===== src/inc/pwm_params.svh =====
/*
  timing and field constants for the two-channel compare/pwm block.
  assumes inclusion by bare name from the design files.
*/
`ifndef PWM_PARAMS_SVH
`define PWM_PARAMS_SVH

`define CNT_W 16
`define PERIOD_RESET 16'hffff
`define EDGE_OFF 2'h0
`define EDGE_TOGGLE 2'h1
`define EDGE_CLEAR 2'h2
`define EDGE_SET 2'h3
`define MODE_UNBUF 2'h1
`define MODE_BUF 2'h2

`endif


===== src/inc/pwm_pkg.sv =====
/*
  types shared by the compare/pwm block and its channel slice.
  assumes nothing beyond a standard systemverilog compiler.
*/
`default_nettype none
package pwm_pkg;
  // per-channel control bits as software sets them
  typedef struct packed {
    logic mode_select_high;
    logic mode_select_low;
    logic edge_action_high;
    logic edge_action_low;
    logic toggle_on_wrap;
    logic full_duty_force;
  } chan_ctrl_s;

  typedef enum logic [1:0] {
    ACT_ZERO = 2'b01,
    ACT_ONE = 2'b10
  } active_e;
endpackage
`default_nettype wire


===== src/pwm_chan_out.sv =====
/*
  one compare/pwm output slice: applies the compare action and wrap toggle to a pin level.
  assumes the counter, wrap pulse and compare value come from the same clock domain.
*/
`default_nettype none
`include "pwm_params.svh"
module pwm_chan_out #(
  parameter int W = `CNT_W
) (
  // clock and reset
  input wire logic sys_clk,
  input wire logic nrst,
  // timing inputs
  input wire logic tick,
  input wire logic wrap,
  input wire logic [W-1:0] count,
  input wire logic [W-1:0] cmp_value,
  // configuration
  input wire pwm_pkg::chan_ctrl_s ctrl,
  input wire logic enable,
  // results
  output logic level,
  output logic match
);
  import pwm_pkg::*;

  logic next_level;
  logic [1:0] edge_sel;
  logic [W-1:0] step_count;

  assign edge_sel = {ctrl.edge_action_high, ctrl.edge_action_low};
  // count taken at this edge; acting on it makes the pin move as the counter
  // reaches the value, not one count late. a clear while counting is not seen
  // here, so clear only with the counter halted
  assign step_count = wrap ? '0 : count + 1'b1;
  // compare uses the live register value: no shadow copy
  // live value only
  assign match = enable && tick && (step_count == cmp_value);

  // next pin level; wrap toggle first, compare action wins in the same count unless full duty is forced with the wrap toggle
  always_comb begin
    next_level = level;
    if (enable && wrap && ctrl.toggle_on_wrap) begin
      next_level = ~level;
      // forced full duty keeps the pulse level for the whole period
      if (ctrl.full_duty_force) begin
        next_level = ~edge_sel[0];
      end
    end
    if (match && !(ctrl.full_duty_force && ctrl.toggle_on_wrap)) begin
      case (edge_sel)
        `EDGE_CLEAR: next_level = 1'b0;
        `EDGE_SET: next_level = 1'b1;
        `EDGE_TOGGLE: next_level = ~next_level;
        default: next_level = next_level;
      endcase
    end
  end

  always_ff @(posedge sys_clk or negedge nrst) begin
    if (!nrst) begin
      level <= 1'b0;
    end else begin
      level <= next_level;
    end
  end
endmodule // pwm_chan_out
`default_nettype wire


===== src/timer_compare_pwm_channels.sv =====
/*
  counter, wrap event and two compare/pwm channels with optional buffered linking.
  assumes control and value ports are driven from sys_clk logic; tick is the
  prescaled count enable from the same domain.
*/
`default_nettype none
`include "pwm_params.svh"
module timer_compare_pwm_channels #(
  parameter int W = `CNT_W
) (
  // clock and reset
  input wire logic sys_clk,
  input wire logic nrst,
  // counter control
  input wire logic tick,
  input wire logic counter_halt,
  input wire logic counter_clear,
  input wire logic [W-1:0] period_limit,
  // channel values and their write strobes
  input wire logic [W-1:0] channel_value0,
  input wire logic [W-1:0] channel_value1,
  input wire logic value1_written,
  input wire logic value0_written,
  // channel controls
  input wire pwm_pkg::chan_ctrl_s channel_zero_control,
  input wire pwm_pkg::chan_ctrl_s channel_one_control,
  // pins and status
  output logic channel_zero_pin,
  output logic channel_one_pin,
  output logic channel_one_pin_oe,
  output logic [W-1:0] count,
  output logic wrap_flag,
  output logic cmp0_event,
  output logic cmp1_event,
  output logic pair_linked,
  output logic set_one_active
);
  import pwm_pkg::*;

  logic [W-1:0] next_count;
  logic next_wrap_flag;
  active_e active, next_active;
  active_e pending, next_pending;
  logic run, wrap_now, linked;
  logic [W-1:0] cmp_zero;
  logic lvl0, lvl1, m0, m1;

  assign linked = channel_zero_control.mode_select_high;
  assign pair_linked = linked;
  assign run = tick && !counter_halt;
  assign wrap_now = run && (count == period_limit);

  // counter next value; clear wins so halt plus clear parks at zero
  always_comb begin
    next_count = count;
    next_wrap_flag = 1'b0;
    if (counter_clear) begin
      next_count = '0;
    end else if (run) begin
      next_count = wrap_now ? '0 : count + 1'b1;
      next_wrap_flag = wrap_now;
    end
  end

  always_ff @(posedge sys_clk or negedge nrst) begin
    if (!nrst) begin
      count <= '0;
      wrap_flag <= 1'b0;
    end else begin
      count <= next_count;
      wrap_flag <= next_wrap_flag;
    end
  end

  always_comb begin
    next_active = active;
    next_pending = pending;
    if (!linked) begin
      next_active = ACT_ZERO;
      next_pending = ACT_ZERO;
    end else begin
      if (value1_written) begin
        next_pending = ACT_ONE;
      end else if (value0_written) begin
        next_pending = ACT_ZERO;
      end
      // a write in the wrap cycle itself is taken at that wrap
      if (wrap_now) begin
        next_active = next_pending;
      end
    end
  end

  always_ff @(posedge sys_clk or negedge nrst) begin
    if (!nrst) begin
      active <= ACT_ZERO;
      pending <= ACT_ZERO;
    end else begin
      active <= next_active;
      pending <= next_pending;
    end
  end

  assign set_one_active = (active == ACT_ONE);
  assign cmp_zero = (linked && active == ACT_ONE) ? channel_value1 : channel_value0;

  pwm_chan_out #(.W(W)) u_ch0 (
    .sys_clk(sys_clk),
    .nrst(nrst),
    .tick(run),
    .wrap(wrap_now),
    .count(count),
    .cmp_value(cmp_zero),
    .ctrl(channel_zero_control),
    .enable(1'b1),
    .level(lvl0),
    .match(m0)
  );

  pwm_chan_out #(.W(W)) u_ch1 (
    .sys_clk(sys_clk),
    .nrst(nrst),
    .tick(run),
    .wrap(wrap_now),
    .count(count),
    .cmp_value(channel_value1),
    .ctrl(channel_one_control),
    .enable(!linked),
    .level(lvl1),
    .match(m1)
  );

  always_ff @(posedge sys_clk or negedge nrst) begin
    if (!nrst) begin
      cmp0_event <= 1'b0;
      cmp1_event <= 1'b0;
    end else begin
      cmp0_event <= m0;
      cmp1_event <= m1;
    end
  end

  assign channel_zero_pin = lvl0;
  assign channel_one_pin = lvl1;
  assign channel_one_pin_oe = !linked;

  property p_wrap_zero;
    @(posedge sys_clk) disable iff (!nrst)
      (wrap_now && !counter_clear) |=> (count == '0) && wrap_flag;
  endproperty
  a_wrap_zero: assert property (p_wrap_zero) else $error("no wrap to zero");

  property p_step;
    @(posedge sys_clk) disable iff (!nrst)
      (run && !wrap_now && !counter_clear) |=> count == $past(count) + 1'b1;
  endproperty
  a_step: assert property (p_step) else $error("count did not step");

  property p_toggle;
    @(posedge sys_clk) disable iff (!nrst)
      (wrap_now && channel_zero_control.toggle_on_wrap && !m0 &&
       !channel_zero_control.full_duty_force) |=> channel_zero_pin != $past(channel_zero_pin);
  endproperty
  a_toggle: assert property (p_toggle) else $error("pin did not toggle");

  property p_clear;
    @(posedge sys_clk) disable iff (!nrst)
      (m0 && channel_zero_control.edge_action_high && !channel_zero_control.edge_action_low
       && !channel_zero_control.full_duty_force) |=> !channel_zero_pin;
  endproperty
  a_clear: assert property (p_clear) else $error("pin not cleared");

  // compare event once the counter reaches the value
  property p_event;
    @(posedge sys_clk) disable iff (!nrst)
      (run && !wrap_now && !counter_clear && (count + 1'b1 == cmp_zero)) |=> cmp0_event;
  endproperty
  a_event: assert property (p_event) else $error("compare event missing");

  property p_swap;
    @(posedge sys_clk) disable iff (!nrst)
      (linked && wrap_now && !value0_written && (value1_written || pending == ACT_ONE))
        |=> set_one_active;
  endproperty
  a_swap: assert property (p_swap) else $error("set one not taken at wrap");

  // while linked, the active set moves only at a wrap
  property p_hold;
    @(posedge sys_clk) disable iff (!nrst)
      (linked && !wrap_now) |=> set_one_active == $past(set_one_active);
  endproperty
  a_hold: assert property (p_hold) else $error("active set moved between wraps");

  property p_one_idle;
    @(posedge sys_clk) disable iff (!nrst)
      linked |-> !channel_one_pin_oe ##1 !cmp1_event;
  endproperty
  a_one_idle: assert property (p_one_idle) else $error("channel one active");

  property p_zero_duty;
    @(posedge sys_clk) disable iff (!nrst)
      (!channel_zero_control.toggle_on_wrap && !m0) |=> channel_zero_pin == $past(channel_zero_pin);
  endproperty
  a_zero_duty: assert property (p_zero_duty) else $error("pin moved without event");
endmodule // timer_compare_pwm_channels
`default_nettype wire


===== config.mk =====
export PLATFORM = sky130hd
export DESIGN_NAME = timer_compare_pwm_channels
export DESIGN_NICKNAME = d
export VERILOG_FILES = /design/src/inc/pwm_pkg.sv /design/src/pwm_chan_out.sv /design/src/timer_compare_pwm_channels.sv
export VERILOG_INCLUDE_DIRS = /design/src /design/src/inc
export SDC_FILE = /design/constraint.sdc
export NUM_CORES = 1
export LEC_CHECK = 0
export BUFFER_PORTS_ARGS = -buffer_cell sky130_fd_sc_hd__buf_2
export CAP_MARGIN = 20
export CORE_MARGIN = 5
export CORE_UTILIZATION = 28
export DETAILED_ROUTE_END_ITERATION = 6
export GPL_ROUTABILITY_DRIVEN = 0
export GPL_TIMING_DRIVEN = 1
export PLACE_DENSITY_LB_ADDON = 0.25
export SYNTH_ARGS = -nofsm -noshare
export SYNTH_HDL_FRONTEND = slang
export SYNTH_SLANG_ARGS = --single-unit
export TNS_END_PERCENT = 1

===== constraint.sdc =====
create_clock -name sys_clk -period 4.6 [get_ports sys_clk]
set_input_delay 1.15 -clock sys_clk [delete_from_list [all_inputs] [get_ports sys_clk]]
set_output_delay 1.15 -clock sys_clk [all_outputs]
set_load 0.01 [all_outputs]

==> run metrics <==
port buffer count 87; worst hold path startpoint active[0]; final critical-path share of the clock period 0.802; CTS Hold Buffers Added 0; Syn Nets 427; fin crit period 3690 ps; Post-synth EDFFs 0; Slew HR 0.417; share of cells above drive strength 1 0.279; Area Overhead vs Synth 20.8%; H-tree depth 1; #FFs+latches synth 25; Leakage 1.50 nW; routed wire length 10,500 um; final hold viol count 0; CP Launch Type input pin; via density per instance 5.60; RSZ-0062 raised after global routing false; Power per Cell Area 141 nW/um2; First DRT Iteration DRCs 273; Chip Height 111 um; Reg clk slew, reported paths 100 ps; Final Max Tran Viols 0; All-Layer GR Usage 0.168; final net count 502; critical path arrival 3870 ps; Design Area, Final 3430 um2; reg2reg start count[0]; Area after DPL 3390 um2; synth unique cells 71; Starting Density 0.289; Worst-Skew Late Latency 280 ps; max_cap viols 0; synthesized-area fraction occupied by adder cells 0.00440; clk_skew 3.63 ps; cts repair resizes 0; Max VDD drop 0.0000836 V; Ant. Diodes 0; CP Class in2reg; initial antenna violation count 0; most frequent cells in the layout buf_2, nor2_1, o21ai_0, nand2_1, dfrtp_1; most common cell after layout, fill and taps aside buf_2; Least-Margin Pin Slew 871 ps; first-pass GRT wire length 17,000 um; Fin Setup TNS 0 ps; largest net degree at the start of global routing 26; Simple-Gate Fraction of Synth Area 0.294; FMAX 271 MHz; status complete, no violations; post-detail-place hpwl 8310 um; cells after synthesis 359; post-synthesis mux area share 0.0656; total gr overflow 0; IO Count 91; Die ar. 12,300 um2; worst-case clock buffer depth 2; vias in the first global route 3,123; TritonCTS clock tree built; Yosys warnings 0; top_reg_cell synth dfrtp_1; clk root buf clkbuf_8; Syn Area/Cell 7.91 um2; xor-xnor portion of the synthesized cell area 0.0854; std cell rows 36; synthesized area 2840 um2; antenna-violating nets left 0; DRT Pass-1 Iters 5; # Post-CTS Setup Buffers 0; endpoints failing setup 0; CP Launch Point period_limit[8]; sequential fraction of the synthesis area 0.221; worst endpoint required time 4780 ps; Die Wd 111 um; HP Class reg2reg; crit end category register; Synth Area in Compound Gates 0.271; asr flop ratio synth 1.00; largest family of logic cells by synthesized area simple AND/OR/NAND/NOR gates; core area 9820 um2; routed len/inst 18.5 um; Crit Path Max Fanout 19; DR DRC count 0; # fillers 1,097; Num CTS Buffers 3; TritonCTS Sinks 25; Via Count 3,170
==> state kept, by name (all words and copies together), names as in the netlist <==
register / flops
active: 2
cmp0_event: 1
cmp1_event: 1
count: 16
pending: 2
u_ch0.level: 1
u_ch1.level: 1
wrap_flag: 1
==> Yosys cell counts (5+ instances only) <==
library cell	instances	area [um2]
xor2_1	9	78.8
clkbuf_1	13	48.8
a31oi_1	5	31.3
or3_1	5	31.3
o21ai_0	23	115
nor2b_1	5	31.3
nor2_1	35	131
nand2_1	23	86.3
a22oi_1	9	67.6
nand4_1	5	31.3
a21oi_1	19	95.1
xnor2_1	11	96.3
mux2i_1	13	130
dfrtp_1	23	576
nor3_1	11	55.1
inv_1	17	63.8
nand3_1	7	35.0
o22ai_1	7	43.8
nor4_1	7	43.8
buf_2	7	35.0
mux2_2	5	56.3
nand2b_1	6	37.5
o211ai_1	7	52.6
nand3b_1	6	45.0
==> layer usage <==
| layer | wire length (um) | global-route usage | up-vias |
|---|---|---|---|
| met1 | 4930 | 0.244 | 1506 |
| met5 | 0 | 0 | - |
| met3 | 789 | 0.0317 | 11 |
| li1 | - | - | 1520 |
| met2 | 4660 | 0.261 | 133 |
| met4 | 93 | 0.0263 | 0 |
==> final timing paths <==
check | to | slack [ps] | depth (start not counted)
max | u_ch0.level | 910 | 9
min in group asynchronous | cmp1_event | 860 | 1
max reg2reg | u_ch1.level | 1160 | 9
min reg2reg | active[0] | 490 | 2
max in group asynchronous | count[3] | 3330 | 1
min | active[0] | 490 | 2
==> critical path, stage by stage <==
cell and delay, ps:
buf_2 100, xor2_1 130, a2111oi_1 580, and4_1 420, nand3_4 260, or3_1 480
a2111oi_2 410, a41oi_1 160, a21o_1 180
==> cells by family (layout without fill, tap and decap cells) <==
| kind of cell | after synthesis | after routing |
|---|---|---|
| DFF | 25 | 25 |
| AOI/OAI and AO/OA | 110 | 110 |
| buffers and inverters | 40 | 114 |
| adders and majority gates | 1 | 1 |
| muxes | 18 | 18 |
| xor gates and xnor gates | 23 | 23 |
| and+or+nand+nor | 142 | 142 |
==> where the power goes <==
group          total (mW)  leakage (nW)  switching [mW]  internal [mW]
clock network       0.142        0.0255          0.0811         0.0610
logic               0.116          1.14          0.0667         0.0495
registers           0.225         0.335         0.00253          0.222
total               0.483          1.50           0.150          0.333
==> through the flow <==
stage	util	worst slack [ps]	hold slack, ps	std cells	total power [mW]
global route	0.350	687	506	566	0.508
detailed placement	0.345	613	471	562	0.344
finish	0.350	911	493	566	0.483
CTS	0.350	899	492	566	0.486
floorplan	-	1230	455	359	0.283
global placement	0.345	616	472	562	0.342
==> layout make-up <==
class | instances | area, um2 | share of cell area
Multi-Input combinational cell | 294 | 2050 | 0.596
Clock inverter | 1 | 5.00 | 0.00146
Timing Repair Buffer | 93 | 480 | 0.140
Sequential cell | 25 | 628 | 0.183
Clock buffer | 3 | 41.3 | 0.0120
Tap cell | 133 | 166 | 0.0485
Inverter | 17 | 63.8 | 0.0186
Note: power is estimated with default switching activity, not from simulation.
